## config.mk

```make
export PLATFORM = sky130hd
export DESIGN_NAME = svw_supervisor
export DESIGN_NICKNAME = d
export VERILOG_FILES = /design/src/hdl/svw_pkg.sv /design/src/hdl/svw_button_filter.sv /design/src/hdl/svw_supervisor.sv
export SDC_FILE = /design/constraint.sdc
export NUM_CORES = 1
export LEC_CHECK = 0
export ABC_AREA = 1
export BUFFER_PORTS_ARGS = -buffer_cell sky130_fd_sc_hd__buf_2
export CORE_MARGIN = 8
export CORE_UTILIZATION = 61
export CTS_CLUSTER_DIAMETER = 50
export DETAILED_ROUTE_END_ITERATION = 8
export PLACE_DENSITY = 0.85
export REMOVE_ABC_BUFFERS = 1
export SYNTH_ARGS = -nofsm -noshare
export SYNTH_HDL_FRONTEND = slang
export SYNTH_SLANG_ARGS = --single-unit
```

## constraint.sdc

```tcl
create_clock -name clock -period 4.65 [get_ports clock]
set_input_delay 0.6975 -clock clock [delete_from_list [all_inputs] [get_ports clock]]
set_output_delay 0.6975 -clock clock [all_outputs]
set_load 0.005 [all_outputs]
```

## src/hdl/svw_pkg.sv

```systemverilog
// Package of constants for the supervisor watchdog reset block
package svw_pkg;
    // Clock rate and period
    localparam int unsigned CLOCK_HZ = 50_000_000;
    localparam int unsigned CLOCK_NS = 20;
    // Nominal watchdog timeout in milliseconds
    localparam int unsigned WDOG_TIMEOUT_MS = 1600;
    // Timeout as clock cycles, rounded down as a longest time
    localparam longint unsigned WDOG_CYCLES_L = longint'(WDOG_TIMEOUT_MS) * CLOCK_HZ / 1000;
    localparam int unsigned WDOG_CYCLES = int'(WDOG_CYCLES_L);
    // Width of the watchdog counter
    localparam int unsigned WDOG_W = 32;
    // Manual reset filter time in microseconds and cycles
    localparam int unsigned MR_FILTER_US = 10;
    localparam int unsigned MR_FILTER_CYCLES = MR_FILTER_US * (CLOCK_HZ / 1_000_000);
    // Width of the filter counter
    localparam int unsigned MR_W = 16;
    // Reset values
    localparam logic RESET_ASSERTED = 1'b1;
    localparam logic KICK_IDLE = 1'b1;
    localparam logic BUTTON_IDLE = 1'b1;
    // Watchdog states
    typedef enum logic [1:0] {
        SVW_DISARMED,
        SVW_RUNNING,
        SVW_EXPIRED
    } svw_state_t;
endpackage : svw_pkg

```

## src/hdl/svw_button_filter.sv

```systemverilog
// Glitch filter for the manual reset button input
`timescale 1ns/1ps
`default_nettype none
module svw_button_filter
    import svw_pkg::*;
#(
    parameter int unsigned FILTER_CYCLES = MR_FILTER_CYCLES
) (
    // Clock, reset and enable
    input wire logic clock,
    input wire logic resetn,
    input wire logic clockEnable,
    // Raw and filtered button level
    input wire logic buttonRawN,
    output logic buttonPressed
);
    typedef struct packed {
        logic sample;
        logic [MR_W-1:0] count;
        logic pressed;
    } svw_filt_t;

    svw_filt_t st;
    svw_filt_t next_st;

    // A new level is accepted only once it has stayed put for the full filter time
    always_comb begin
        next_st = st;
        next_st.sample = buttonRawN;
        if (buttonRawN != st.sample) begin
            next_st.count = '0; // RULE_05
        end else if (st.count < MR_W'(FILTER_CYCLES - 1)) begin
            next_st.count = st.count + MR_W'(1);
        end else begin
            next_st.pressed = ~st.sample; // RULE_05
        end
    end

    // State register
    always_ff @(posedge clock or negedge resetn) begin
        if (!resetn) begin
            st.sample <= BUTTON_IDLE;
            st.count <= '0;
            st.pressed <= 1'b0;
        end else if (clockEnable) begin
            st <= next_st;
        end
    end

    assign buttonPressed = st.pressed;

    // A one-cycle low pulse never reaches the output
    a_filter_glitch: assert property (@(posedge clock) disable iff (!resetn) // RULE_05
        (clockEnable && !st.pressed && st.count == '0 && !buttonRawN)[*1] ##1
        (clockEnable && buttonRawN) |=> ##1 !st.pressed)
        else $error("short button glitch was accepted");
endmodule : svw_button_filter
`default_nettype wire

```

## src/hdl/svw_supervisor.sv

```systemverilog
// Reset supervisor with manual reset and watchdog
//
// Behaviour
// RULE_01 - Reset output high while any reset cause holds, low otherwise.
// RULE_02 - Supply below trip level asserts the reset output.
// RULE_03 - Manual reset input held low asserts the reset output.
// RULE_04 - Manual reset input high leaves reset to the other causes.
// RULE_05 - Short noise pulses on manual reset are filtered out.
// RULE_06 - No kick edge within the timeout asserts the reset output.
// RULE_07 - Any kick edge, rising or falling, clears the watchdog counter.
// RULE_08 - Watchdog counts only after a falling kick edge; host supplies it.
// RULE_09 - Timeout is a build-time parameter, fixed at run time.
// RULE_10 - Default timeout is nominally 1.6 s.
// RULE_11 - Host must kick faster than the minimum timeout.
// RULE_12 - Supply-below-trip arrives as a synchronised digital input.
`timescale 1ns/1ps
`default_nettype none
module svw_supervisor
    import svw_pkg::*;
#(
    parameter int unsigned TIMEOUT_CYCLES = WDOG_CYCLES, // RULE_09 RULE_10
    parameter int unsigned FILTER_CYCLES = MR_FILTER_CYCLES
) (
    // Clock, reset and enable
    input wire logic clock,
    input wire logic resetn,
    input wire logic clockEnable,
    // Supply comparator, high while supply is under supply_trip_level
    input wire logic supplyBelowTrip,
    // Manual reset button, active low
    input wire logic manual_reset_n,
    // Watchdog kick from the host
    input wire logic watchdog_kick_in,
    // Reset toward the host, active high
    output logic hostReset,
    // Watchdog status
    output logic watchdogArmed,
    output logic watchdogExpired
);
    // All state except the button filter's in one register, filled by one process
    typedef struct packed {
        svw_state_t state;
        logic kickLast;
        logic [WDOG_W-1:0] watchdog_timer;
        logic resetOut;
    } svw_main_t;

    svw_main_t st;
    svw_main_t next_st;
    logic buttonPressed;
    logic kickEdge;
    logic kickFall;

    // Button filter
    svw_button_filter #(
        .FILTER_CYCLES(FILTER_CYCLES)
    ) u_filter (
        .clock(clock),
        .resetn(resetn),
        .clockEnable(clockEnable),
        .buttonRawN(manual_reset_n),
        .buttonPressed(buttonPressed)
    );

    // Kick edge detection
    // History resets to the idle level so leaving reset shows no false edge
    assign kickEdge = watchdog_kick_in != st.kickLast; // RULE_07
    assign kickFall = st.kickLast && !watchdog_kick_in; // RULE_08

    // Watchdog sequencing and reset combination
    always_comb begin
        next_st = st;
        next_st.kickLast = watchdog_kick_in;
        unique case (st.state)
            SVW_DISARMED: begin
                // Counter held at zero until the host arms it
                next_st.watchdog_timer = '0;
                if (kickFall) begin
                    next_st.state = SVW_RUNNING; // RULE_08
                end
            end
            SVW_RUNNING: begin
                if (kickEdge) begin
                    next_st.watchdog_timer = '0; // RULE_07
                end else if (st.watchdog_timer >= WDOG_W'(TIMEOUT_CYCLES - 1)) begin
                    next_st.state = SVW_EXPIRED; // RULE_06
                    // Cleared so a later kick resumes from zero
                    next_st.watchdog_timer = '0;
                end else begin
                    next_st.watchdog_timer = st.watchdog_timer + WDOG_W'(1);
                end
            end
            SVW_EXPIRED: begin
                // Held until the host kicks again
                if (kickEdge) begin
                    next_st.state = SVW_RUNNING; // RULE_07
                end
            end
            default: next_st.state = SVW_DISARMED;
        endcase
        // Any cause asserts reset, none releases it
        next_st.resetOut = supplyBelowTrip // RULE_01 RULE_02 RULE_12
            || buttonPressed // RULE_03 RULE_04
            || (next_st.state == SVW_EXPIRED); // RULE_06
    end

    // State register
    always_ff @(posedge clock or negedge resetn) begin
        if (!resetn) begin
            st.state <= SVW_DISARMED;
            st.kickLast <= KICK_IDLE;
            st.watchdog_timer <= '0;
            // Host held in reset while this block is, as at power-up
            st.resetOut <= RESET_ASSERTED;
        end else if (clockEnable) begin
            st <= next_st;
        end
    end

    // Outputs
    assign hostReset = st.resetOut;
    assign watchdogArmed = st.state != SVW_DISARMED;
    assign watchdogExpired = st.state == SVW_EXPIRED;

    // Supply low asserts reset on the next edge
    a_supply_reset: assert property (@(posedge clock) disable iff (!resetn) // RULE_02
        (clockEnable && supplyBelowTrip) |=> hostReset)
        else $error("supply low without reset");

    // Filtered button press asserts reset
    a_button_reset: assert property (@(posedge clock) disable iff (!resetn) // RULE_03
        (clockEnable && buttonPressed) |=> hostReset)
        else $error("button press without reset");

    // No cause means reset released
    a_reset_release: assert property (@(posedge clock) disable iff (!resetn) // RULE_01
        (clockEnable && !supplyBelowTrip && !buttonPressed && st.state == SVW_DISARMED)
        |=> !hostReset)
        else $error("reset held without cause");

    // Button released leaves reset to watchdog and supply
    a_button_free: assert property (@(posedge clock) disable iff (!resetn) // RULE_04
        (clockEnable && !buttonPressed && !supplyBelowTrip && st.state == SVW_RUNNING
        && kickEdge) |=> !hostReset)
        else $error("released button still resets");

    // Disarmed watchdog never arms without a falling edge
    a_arm_fall: assert property (@(posedge clock) disable iff (!resetn) // RULE_08
        (st.state == SVW_DISARMED && !(clockEnable && kickFall)) |=> st.state == SVW_DISARMED)
        else $error("watchdog armed without falling edge");

    // Falling edge arms the watchdog
    a_arm_start: assert property (@(posedge clock) disable iff (!resetn) // RULE_08
        (st.state == SVW_DISARMED && clockEnable && kickFall) |=> watchdogArmed)
        else $error("falling edge did not arm");

    // Kick edge clears the counter
    a_kick_clear: assert property (@(posedge clock) disable iff (!resetn) // RULE_07
        (st.state == SVW_RUNNING && clockEnable && kickEdge)
        |=> (st.watchdog_timer == '0 && !watchdogExpired))
        else $error("kick did not clear counter");

    // Counter at limit with no kick expires and resets
    a_timeout_fire: assert property (@(posedge clock) disable iff (!resetn) // RULE_06
        (st.state == SVW_RUNNING && clockEnable && !kickEdge
        && st.watchdog_timer == WDOG_W'(TIMEOUT_CYCLES - 1))
        |=> (watchdogExpired && hostReset))
        else $error("timeout did not reset");

    // Counter below limit does not expire
    a_timeout_early: assert property (@(posedge clock) disable iff (!resetn) // RULE_06
        (st.state == SVW_RUNNING && st.watchdog_timer < WDOG_W'(TIMEOUT_CYCLES - 1))
        |=> !watchdogExpired)
        else $error("watchdog expired early");

    // Each quiet enabled edge adds one to the counter
    a_counter_step: assert property (@(posedge clock) disable iff (!resetn) // RULE_06
        (st.state == SVW_RUNNING && clockEnable && !kickEdge
        && st.watchdog_timer < WDOG_W'(TIMEOUT_CYCLES - 1))
        |=> st.watchdog_timer == $past(st.watchdog_timer) + WDOG_W'(1))
        else $error("counter did not step");

    // Armed and within time with no other cause keeps reset low
    a_running_quiet: assert property (@(posedge clock) disable iff (!resetn) // RULE_01
        (clockEnable && !supplyBelowTrip && !buttonPressed && st.state == SVW_RUNNING
        && st.watchdog_timer < WDOG_W'(TIMEOUT_CYCLES - 1)) |=> !hostReset)
        else $error("reset while watchdog in time");

    // Expired watchdog keeps reset until a kick edge
    a_expired_hold: assert property (@(posedge clock) disable iff (!resetn) // RULE_06
        (st.state == SVW_EXPIRED && !(clockEnable && kickEdge))
        |=> (watchdogExpired && hostReset))
        else $error("expired reset dropped without kick");

    // Kick after expiry resumes counting from zero
    a_expired_resume: assert property (@(posedge clock) disable iff (!resetn) // RULE_07
        (st.state == SVW_EXPIRED && clockEnable && kickEdge)
        |=> (st.state == SVW_RUNNING && st.watchdog_timer == '0))
        else $error("kick after expiry did not resume");

    // Once armed the watchdog stays armed until reset
    a_armed_stays: assert property (@(posedge clock) disable iff (!resetn) // RULE_08
        watchdogArmed |=> watchdogArmed)
        else $error("watchdog disarmed without reset");

    // Disarmed watchdog holds its counter at zero
    a_disarmed_idle: assert property (@(posedge clock) disable iff (!resetn) // RULE_08
        st.state == SVW_DISARMED |-> (st.watchdog_timer == '0 && !watchdogExpired))
        else $error("disarmed watchdog counting");

    // Raw low not yet filtered does not reset
    a_button_pending: assert property (@(posedge clock) disable iff (!resetn) // RULE_05
        (clockEnable && !manual_reset_n && !buttonPressed && !supplyBelowTrip
        && st.state == SVW_DISARMED) |=> !hostReset)
        else $error("unfiltered button caused reset");

    // Enable low holds every register
    a_freeze_state: assert property (@(posedge clock) disable iff (!resetn)
        !clockEnable |=> $stable(st))
        else $error("state moved while enable low");
endmodule : svw_supervisor
`default_nettype wire

```

==> out/metrics.yaml, run 1 <==
setup_path:
  worstPathMaxFanout: 26
  rrSetupSlack_ns: 2.53
  cpPeakStageDelay_ns: 0.52
  path_class: "in -> reg"
  worstPathArrival_ns: 2.44
  crit_slowest_cell: "nor2_4"
  crit_path_start_kind: "primary input"
  endpoint_kind: "flop"
  crit_chain: "buf_2, inv_2, nor2_4, inv_1, nor2_8, nand2_8, o21ai_0"
  required_ns: 4.87
grt:
  busiest_layer: "met2"
  grt_first_pass_wirelength_um: 11900
  grt_start_max_net_pins: 55
  grt_pass1_vias: 2637
  gr-usage-met1_pct: 26.5
  grt.overflow.total: 0
  use_met2_pct: 30.1
  track_usage_pct: 19.6
  antenna_found_initial: 0
  grt.met3_usage_pct: 3.19
layout:
  final_common_cell: "nand2_1"
  nets: 431
  final_util_pct: 65.8
  layout_common_cells: "nand2_1, inv_1, dfrtp_1"
  instances_no_fill: 493
  drive_above_1_share_pct: 8.27
  syn_to_final_growth_pct: 5.16
  n_antenna_cell: 0
synthesis:
  avgSynthCellArea_sq_um: 7.65
  async_reset_ff_share_pct: 100
  synth_cells: 415
  yosysSeqAreaShare_pct: 42.7
  synth_area_leaders: "dfrtp_1, nand2_1, inv_1"
  yosysUniqueCellTypes: 37
  yosysWarnings: 0
  synth-edff-count: 0
  synth.cell_area_sq_mm: 0.00318
  yosys.area.top_type_share_pct: 40.2
  ys_seq_elements: 54
  synth_area_leader_cell: "dfrtp_1"
  ys.flop_type: "dfrtp_1"
job:
  drv_cap: 0
die:
  die_h_um: 88.2
  die_area_sq_mm: 0.00777
  fp.coreArea_sq_mm: 0.00507
  dieWidth_um: 88.2
  start_util_pct: 62.6
  ios: 9
  rows: 26
clock_network:
  clock_latency_ns: 0.32
  cts.clk_slew.worst_paths_ns: 0.11
  post_cts_buffers: 0
  cts_max_path_buffers: 2
  cts-root-buf: "clkbuf_8"
  tritoncts: "yes"
  numCtsBuffers: 5
  holdBufCountCts: 0
  cts_htree_levels: 2
  post_cts_resize_count: 0
  cts_sinks: 54
worst_hold_path:
  hp-class: "in -> async"
pwr:
  netSwitchingFraction_pct: 27.5
  ir_worst_vdd_v: 0.000208
  seqPwrFrac_pct: 53.6
  p_switching_w: 0.000265
  p_leak_nw: 1.54
  powerDensity_mw_per_mm2: 288
  cellInternalPower_w: 0.000696
  p_clk_share_pct: 34.8
  pwr-share-comb_pct: 11.6
  p_total_w: 0.000961
timing:
  rsz0062_at_grt: "no"
  fin_ws_ns: 2.42
  final-hold-violation-count: 0
  min_period_ns: 2.23
  finClkSkew_ns: 0.00889
  period_share_pct: 47.9
  worst_pin_slew_ns: 0.660
  slew_viol_final: 0
  worst_slew_margin_rel_pct: 55.9
  setup_tns_ns: 0
  setup_viol: 0
  max_freq_ghz: 0.449
route:
  route.detailed.drc: 0
  vias: 2695
  wl_per_cell_um: 13.6
  wl_um: 6680
  via_per_inst: 5.47
  ant_nets: 0
  drtIter0Drc: 226
  drt-pass1-iter-count: 7
placement:
  dp.cells: 485
  place_ws_ns: 2.19
  port_buffers: 8
  gp_congestion: 0.955
  hpwlAfterDp_um: 4750
status:
  outcome: "finished, final reports clean"
[per-stage QoR]
stage | area [sq um] | hold slack, ns
detailed placement | 3220 | 0.470
floorplan | 3090 | 0.402
global placement | 3220 | 0.470
CTS | 3340 | 0.487
global route | 3340 | 0.499
finish | 3340 | 0.472
[worst max-delay path, delay by kind of cell]
| kind | cells | cell delay, ns |
|---|---|---|
| buf+inv | 3 | 0.60 |
| simple gates | 3 | 0.87 |
| compound gates | 1 | 0.27 |
[metal layers]
metal	share of wire [%]	vias to the layer above
li1	-	1330
met1	46	1263
met2	46	89
met3	6.2	13
met4	1.6	0
met5	0	-
[power groups by stage]
stage	Combinational, W	Sequential, W	Clock (W)
final	0.000111	0.000515	0.000335
after global routing	0.000129	0.000518	0.000353
after CTS	0.000113	0.000515	0.000336
after detailed placement	0.000113	0.000522	0
after global placement	0.000108	0.000521	0
after floorplan	0.0000767	0.000518	0
[kinds of logic after synthesis]
kind of cell	share of synthesized area, %
compound gates	8.63
xor+xnor	5.20
fa+ha+maj	1.18
buf+inv	11.4
flops	42.7
mux	0.315
simple gates	30.6
[layout make-up]
type | instances | area [sq um]
Clock buffer | 5 | 68.8
Clock inverter | 3 | 48.8
Fill cell | 438 | 1730
Inverter | 73 | 274
Multi-Input combinational cell | 279 | 1460
Sequential cell | 54 | 1360
Tap cell | 70 | 87.6
Timing Repair Buffer | 9 | 47.5
[synth_stat cells (all sizes together), types with 3 or more instances]
library cell and instances:
a21oi 4, buf 7, dfrtp 51, dfstp 3
ha 3, inv 73, nand2 97, nand3 34
nand3b 4, nand4 7, nor2 48, nor3 17
o21ai 24, o22ai 18, xor2 16
[state kept, by name, summed over array words and instances (netlist names)]
| name | count |
|---|---|
| hostReset | 1 |
| st | 35 |
| u_filter.buttonPressed | 1 |
| u_filter.st | 17 |
[worst paths after layout]
kind	from	endpoint	cells after the start
min reg2reg	hostReset$_DFFE_PN1P_	hostReset$_DFFE_PN1P_	2
min	resetn	st[10]$_DFFE_PN0P_	2
min in group clock	hostReset$_DFFE_PN1P_	hostReset$_DFFE_PN1P_	2
max	clockEnable	st[23]$_DFFE_PN0P_	7
max in group asynchronous	resetn	st[27]$_DFFE_PN0P_	2
max reg2reg	st[35]$_DFFE_PN0P_	st[23]$_DFFE_PN0P_	5
Note: power is estimated with default switching activity, not from simulation.
==> inputs of run 2 (changes only) <==
--- a/config.mk
+++ b/config.mk
@@ -8,10 +8,10 @@
 export ABC_AREA = 1
 export BUFFER_PORTS_ARGS = -buffer_cell sky130_fd_sc_hd__buf_2
 export CORE_MARGIN = 8
-export CORE_UTILIZATION = 61
+export CORE_UTILIZATION = 56
 export CTS_CLUSTER_DIAMETER = 50
 export DETAILED_ROUTE_END_ITERATION = 8
-export PLACE_DENSITY = 0.85
+export PLACE_DENSITY = 0.83
 export REMOVE_ABC_BUFFERS = 1
 export SYNTH_ARGS = -nofsm -noshare
 export SYNTH_HDL_FRONTEND = slang
==> constraint.sdc (replaced) <==
create_clock -name clock -period 2 [get_ports clock]
set_input_delay 0.3 -clock clock [delete_from_list [all_inputs] [get_ports clock]]
set_output_delay 0.3 -clock clock [all_outputs]
set_load 0.005 [all_outputs]
==> run 2 against run 1 <==
First-iteration DRC count up 12%. Clock skew up 0.0026 ns. Non-clock buffer count up 2. Critical endpoint is now st[21]$_DFFE_PN0P_. Highest routed layer unchanged.
==> out/metrics.yaml, run 2 (synthesized netlist as in run 1, its figures left out) <==
timing:
  final-hold-violation-count: 0  # unchanged
  rsz0062_at_grt: "no"
  finClkSkew_ns: 0.0115  # +0.00257 ns
  setup_viol: 0  # unchanged
  min_period_ns: 1.81
  fin_ws_ns: 0.187  # -2.24 ns
  fin_hold_ws_ns: 0.0993  # -0.373 ns
  max_freq_ghz: 0.551
  worst_pin_slew_ns: 0.676  # +0.0161 ns
  slew_viol_final: 0  # unchanged
  worst_slew_margin_rel_pct: 54.9  # -0.97 points
  setup_tns_ns: 0  # unchanged
  period_share_pct: 90.7
pwr:
  powerDensity_mw_per_mm2: 624  # +120%
  ir_worst_vdd_v: 0.000529  # +150%
  p_switching_w: 0.000589  # +120%
  netSwitchingFraction_pct: 28.3  # +0.77 points
  pwr-share-comb_pct: 12.8  # +1.2 points
  p_clk_share_pct: 29.9  # -4.9 points
  seqPwrFrac_pct: 57.3  # +3.7 points
  p_leak_nw: 1.53  # -0.20%
  cellInternalPower_w: 0.00149  # +110%
placement:
  hpwlAfterDp_um: 4820  # +1.5%
  gp_congestion: 0.913  # -4.4%
  place_ws_ns: 0.143  # -2.05 ns
  placed_area_sq_mm: 0.00324  # +0.54%
  port_buffers: 8  # unchanged
layout:
  nets: 433  # +0.46%
  final_util_pct: 60.6  # -5.3 points
  design_area_sq_mm: 0.00333  # -0.19%
  n_fill_cell: 481  # +9.8%
  largestRegisters: "st: 35 flops, u_filter.st: 17 flops"
  final_common_cell: "nand2_1"
  top_register: "st"
  drive_above_1_share_pct: 8.94  # +0.67 points
  n_antenna_cell: 0  # unchanged
  syn_to_final_growth_pct: 4.96
  largest_register_ffs: 35  # unchanged
  layout_common_cells: "nand2_1, inv_1, dfrtp_1"
route:
  drtIter0Drc: 253  # +12%
  wl_per_cell_um: 13.2  # -2.4%
  route.detailed.drc: 0  # unchanged
  wl_um: 6580  # -1.6%
  vias: 2628  # -2.5%
  ant_nets: 0  # unchanged
  via_per_inst: 5.29  # -3.3%
  drt-pass1-iter-count: 4  # -3
grt:
  antenna_found_initial: 0  # unchanged
  grt.overflow.total: 0  # unchanged
  track_usage_pct: 16.6  # -2.9 points
  grt_start_max_net_pins: 55  # unchanged
  grt_pass1_vias: 2687  # +1.9%
  grt_first_pass_wirelength_um: 11600  # -2.4%
clock_network:
  tritoncts: "yes"
  numCtsBuffers: 5  # unchanged
  cts_htree_levels: 2  # unchanged
  cts-root-buf: "clkbuf_8"
  cts_sinks: 54  # unchanged
  cts.clk_slew.worst_paths_ns: 0.10  # about the same
  post_cts_buffers: 0  # unchanged
  clock_latency_ns: 0.31  # about the same
  cts_max_path_buffers: 2  # unchanged
die:
  ios: 9  # unchanged
  rows: 27  # +3.8%
  die_area_sq_mm: 0.00834  # +7.3%
  fp.coreArea_sq_mm: 0.00551  # +8.5%
  start_util_pct: 57.7  # -4.9 points
  dieWidth_um: 91.3  # +3.6%
  die_h_um: 91.3  # +3.6%
worst_hold_path:
  hp-class: "in -> async"
setup_path:
  required_ns: 2.19  # -2.68 ns
  endpoint_kind: "flop"
  crit_path_start_kind: "flop"
  path_class: "reg -> reg"
  startpoint: "st[1]$_DFFE_PN0P_"
  worstPathArrival_ns: 2.01  # -0.43 ns
  worstPathMaxFanout: 25  # -3.8%
  r2r-start: "st[1]$_DFFE_PN0P_"
status:
  outcome: "finished, final reports clean"
job:
  drv_cap: 0  # unchanged
## run 2: cell count changes in the layout (fill, tap and decap cells not counted), sizes merged
cell | previous run | this run
bufinv | 1 | 0
clkinv | 0 | 1
buf | 9 | 11
## run 2: power groups by stage
| stage | Combinational (W) | Sequential [W] | Clock (W) |
|---|---|---|---|
| 2_1_floorplan | 0.000178 | 0.00120 | 0 |
| 3_3_place_gp | 0.000260 | 0.00121 | 0 |
| 3_5_place_dp | 0.000268 | 0.00121 | 0 |
| 4_1_cts | 0.000270 | 0.00119 | 0.000639 |
| 5_1_grt | 0.000301 | 0.00120 | 0.000670 |
| 6_report | 0.000267 | 0.00119 | 0.000622 |
## run 2: what timing repair did
action / in CTS / in global routing
hold buffers: 0 / 0
setup endpoints to repair: 0 / 2
gates resized for setup: 0 / 1
## run 2: critical path, cell delays in order, from the launching register on
cell	delay, ns
dfrtp_1	0.42
ha_1	0.30
nand3_4	0.12
nor2_4	0.17
nand2_1	0.07
nand2_1	0.08
nand2_1	0.08
and2_4	0.17
nand2_8	0.15
o21ai_0	0.12
## run 2: area by class of cell
| cell class | count | area, sq um | area share, % |
|---|---|---|---|
| clock inverter | 3 | 25.0 | 0.750 |
| clock buffer | 5 | 68.8 | 2.06 |
| sequential | 54 | 1360 | 40.6 |
| inverter | 73 | 274 | 8.22 |
| tap | 72 | 90.1 | 2.70 |
| timing repair buffer | 11 | 62.6 | 1.88 |
| multi-input combinational | 279 | 1460 | 43.8 |
## run 2: worst paths after layout
kind	end	slack, ns	cells after the start
min in group clock	u_filter.st[17]$_DFFE_PN1P_	0.22	3
max in group asynchronous	st[28]$_DFFE_PN0P_	1.44	2
worst min register to register	hostReset$_DFFE_PN1P_	0.47	2
worst max-delay path	st[21]$_DFFE_PN0P_	0.19	9
worst max register to register	st[21]$_DFFE_PN0P_	0.19	9
worst min-delay path	st[20]$_DFFE_PN0P_	0.1	2
## run 2: stage by stage
stage / total power (W) / std cells
3_3_place_gp: 0.00147 / 489
5_1_grt: 0.00217 / 497
3_5_place_dp: 0.00148 / 489
4_1_cts: 0.00210 / 497
6_report: 0.00208 / 497
2_1_floorplan: 0.00138 / 406
## run 2: metal layers
layer | vias up | GRT usage [%] | wire length (um)
met5 | - | 0 | 0
met4 | 0 | 6.68 | 64
met3 | 7 | 2.39 | 329
met2 | 64 | 27.4 | 3100
met1 | 1225 | 21.5 | 3080
li1 | 1332 | - | -
==> inputs of run 3 (changes only) <==
--- a/config.mk
+++ b/config.mk
@@ -7,7 +7,7 @@
 export LEC_CHECK = 0
 export ABC_AREA = 1
 export BUFFER_PORTS_ARGS = -buffer_cell sky130_fd_sc_hd__buf_2
-export CORE_MARGIN = 8
+export CORE_MARGIN = 2
 export CORE_UTILIZATION = 56
 export CTS_CLUSTER_DIAMETER = 50
 export DETAILED_ROUTE_END_ITERATION = 8
==> run 3 against run 2 <==
Die area decreased by 25%. Sequential power about the same. Register-to-register slack about the same. Via count increased by 2.5%. Clock power increased by 19%. Final area increased by 0.64%. Routed wire length decreased by 0.12%. Critical path depth unchanged.
==> out/metrics.yaml, run 3 (synthesized netlist as in run 1, its figures left out) <==
route:
  vias: 2695  # +2.5%
  wl_um: 6570  # -0.12%
  ant_nets: 0  # unchanged
  wl_per_cell_um: 13.2  # -0.12%
  drtIter0Drc: 298  # +18%
  route.detailed.drc: 0  # unchanged
  via_per_inst: 5.42  # +2.5%
  drt-pass1-iter-count: 4  # unchanged
timing:
  period_share_pct: 91.2  # +0.48 points
  max_freq_ghz: 0.549  # -0.53%
  rsz0062_at_grt: "no"
  setup_tns_ns: 0  # unchanged
  worst_slew_margin_rel_pct: 55.5  # +0.56 points
  worst_pin_slew_ns: 0.668  # -0.00839 ns
  setup_viol: 0  # unchanged
  final-hold-violation-count: 0  # unchanged
  finClkSkew_ns: 0.00959  # -0.00188 ns
  min_period_ns: 1.82  # +0.00960 ns
  slew_viol_final: 0  # unchanged
die:
  die_area_sq_mm: 0.00629  # -25%
  dieWidth_um: 79.3  # -13%
  fp.coreArea_sq_mm: 0.00551  # unchanged
  start_util_pct: 57.7  # unchanged
  ios: 9  # unchanged
  rows: 27  # unchanged
  die_h_um: 79.3  # -13%
setup_path:
  endpoint_kind: "flop"
  rrSetupSlack_ns: 0.18  # about the same
  cpPeakStageDelay_ns: 0.42  # about the same
  crit_path_start_kind: "flop"
  path_class: "reg -> reg"
  worst_r2r_path_depth: 9  # unchanged
  r2r-start: "st[1]$_DFFE_PN0P_"
  crit_path_frequent_cell: "nand2_1"
  crit_slowest_cell: "dfrtp_1"
  crit_chain: "ha_1, nand3_4, nor2_4, nand2_1, nand2_1, nand2_1, and2_4, nand2_8, o21ai_0"
  worstPathArrival_ns: 2.02  # about the same
  worstPathMaxFanout: 25  # unchanged
  required_ns: 2.19  # about the same
  timing.rr.end: "st[23]$_DFFE_PN0P_"
clock_network:
  post_cts_buffers: 0  # unchanged
  numCtsBuffers: 5  # unchanged
  post_cts_resize_count: 0  # unchanged
  cts-root-buf: "clkbuf_8"
  cts_max_path_buffers: 2  # unchanged
  clock_latency_ns: 0.31  # about the same
  cts_sinks: 54  # unchanged
  cts_htree_levels: 2  # unchanged
  cts.clk_slew.worst_paths_ns: 0.10  # about the same
  holdBufCountCts: 0  # unchanged
  tritoncts: "yes"
grt:
  use_met2_pct: 37.4  # +10 points
  grt_first_pass_wirelength_um: 11600  # -0.18%
  gr-usage-met1_pct: 32.6  # +11 points
  grt.met3_usage_pct: 3.18  # +0.79 points
  grt.overflow.total: 0  # unchanged
  busiest_layer: "met2"
  track_usage_pct: 23.4  # +6.8 points
  grt_start_max_net_pins: 55  # unchanged
  antenna_found_initial: 0  # unchanged
  grt_pass1_vias: 2643  # -1.6%
layout:
  final_common_cell: "nand2_1"
  design_area_sq_mm: 0.00336  # +0.64%
  n_antenna_cell: 0  # unchanged
  n_fill_cell: 473  # -1.7%
  top_register: "st"
  largestRegisters: "st: 35 flops, u_filter.st: 17 flops"
  drive_above_1_share_pct: 8.94  # unchanged
  layout_common_cells: "nand2_1, inv_1, dfrtp_1"
  syn_to_final_growth_pct: 5.63
  multi_input_area_sq_mm: 0.00146  # unchanged
  nets: 433  # unchanged
  largest_register_ffs: 35  # unchanged
  final-seq-area_sq_mm: 0.00136  # unchanged
pwr:
  ir_worst_vdd_v: 0.000521  # -1.5%
  p_total_w: 0.00220  # +5.7%
  p_leak_nw: 1.55  # +0.91%
  powerDensity_mw_per_mm2: 656  # +5.0%
job:
  drv_cap: 0  # unchanged
worst_hold_path:
  hp-class: "in -> async"
status:
  outcome: "finished, final reports clean"
placement:
  gp_congestion: 0.898  # -1.7%
  placed_area_sq_mm: 0.00324  # unchanged
  port_buffers: 8  # unchanged
  hpwlAfterDp_um: 4760  # -1.3%
-- run 3: power breakdown --
group,leakage (nW),switching [W],total (W),internal (W)
Clock,0.0585,0.000365,0.000741,0.000376
Combinational,0.755,0.000175,0.000266,0.0000914
Sequential,0.734,0.0000448,0.00119,0.00115
Total,1.55,0.000585,0.00220,0.00161
-- run 3: cell type report --
class                           count  share of cell area, %
Multi-Input combinational cell    279                   43.5
Clock buffer                        5                   2.05
Tap cell                           72                   2.68
Inverter                           73                   8.24
Clock inverter                      3                   1.30
Sequential cell                    54                   40.4
Timing Repair Buffer               11                   1.86
-- run 3: stage by stage --
stage	hold WS (ns)	setup WS [ns]	instances	util, %
final	0.0818	0.177	497	60.9
after global routing	0.162	0.0168	497	60.9
after CTS	0.117	0.136	497	60.9
after detailed placement	0.460	0.161	489	58.9
after global placement	0.453	0.275	489	58.9
after floorplan	0.00441	0.341	406	-
-- run 3: per-layer routing --
metal / part of all wire (%) / wire length [um] / vias up
li1: - / - / 1338
met1: 45 / 2940 / 1230
met2: 46 / 3040 / 119
met3: 7.7 / 509 / 8
met4: 1.1 / 74 / 0
met5: 0 / 0 / -
-- run 3: critical path, delay by kind of cell (launching register included) --
kind,cells,cell delay (ns)
flops,1,0.42
compound gates,1,0.13
simple gates,7,0.85
fa+ha+maj,1,0.30
-- run 3: worst max path at each step --
stage / start / endpoint
after floorplan: u_filter.st[1]$_DFFE_PN0P_ / u_filter.st[6]$_DFFE_PN0P_
after global placement: u_filter.st[1]$_DFFE_PN0P_ / u_filter.st[2]$_DFFE_PN0P_
after detailed placement: u_filter.st[1]$_DFFE_PN0P_ / u_filter.st[2]$_DFFE_PN0P_
after CTS: u_filter.st[1]$_DFFE_PN0P_ / u_filter.st[2]$_DFFE_PN0P_
after global routing: u_filter.st[1]$_DFFE_PN0P_ / u_filter.st[2]$_DFFE_PN0P_
final: st[1]$_DFFE_PN0P_ / st[23]$_DFFE_PN0P_
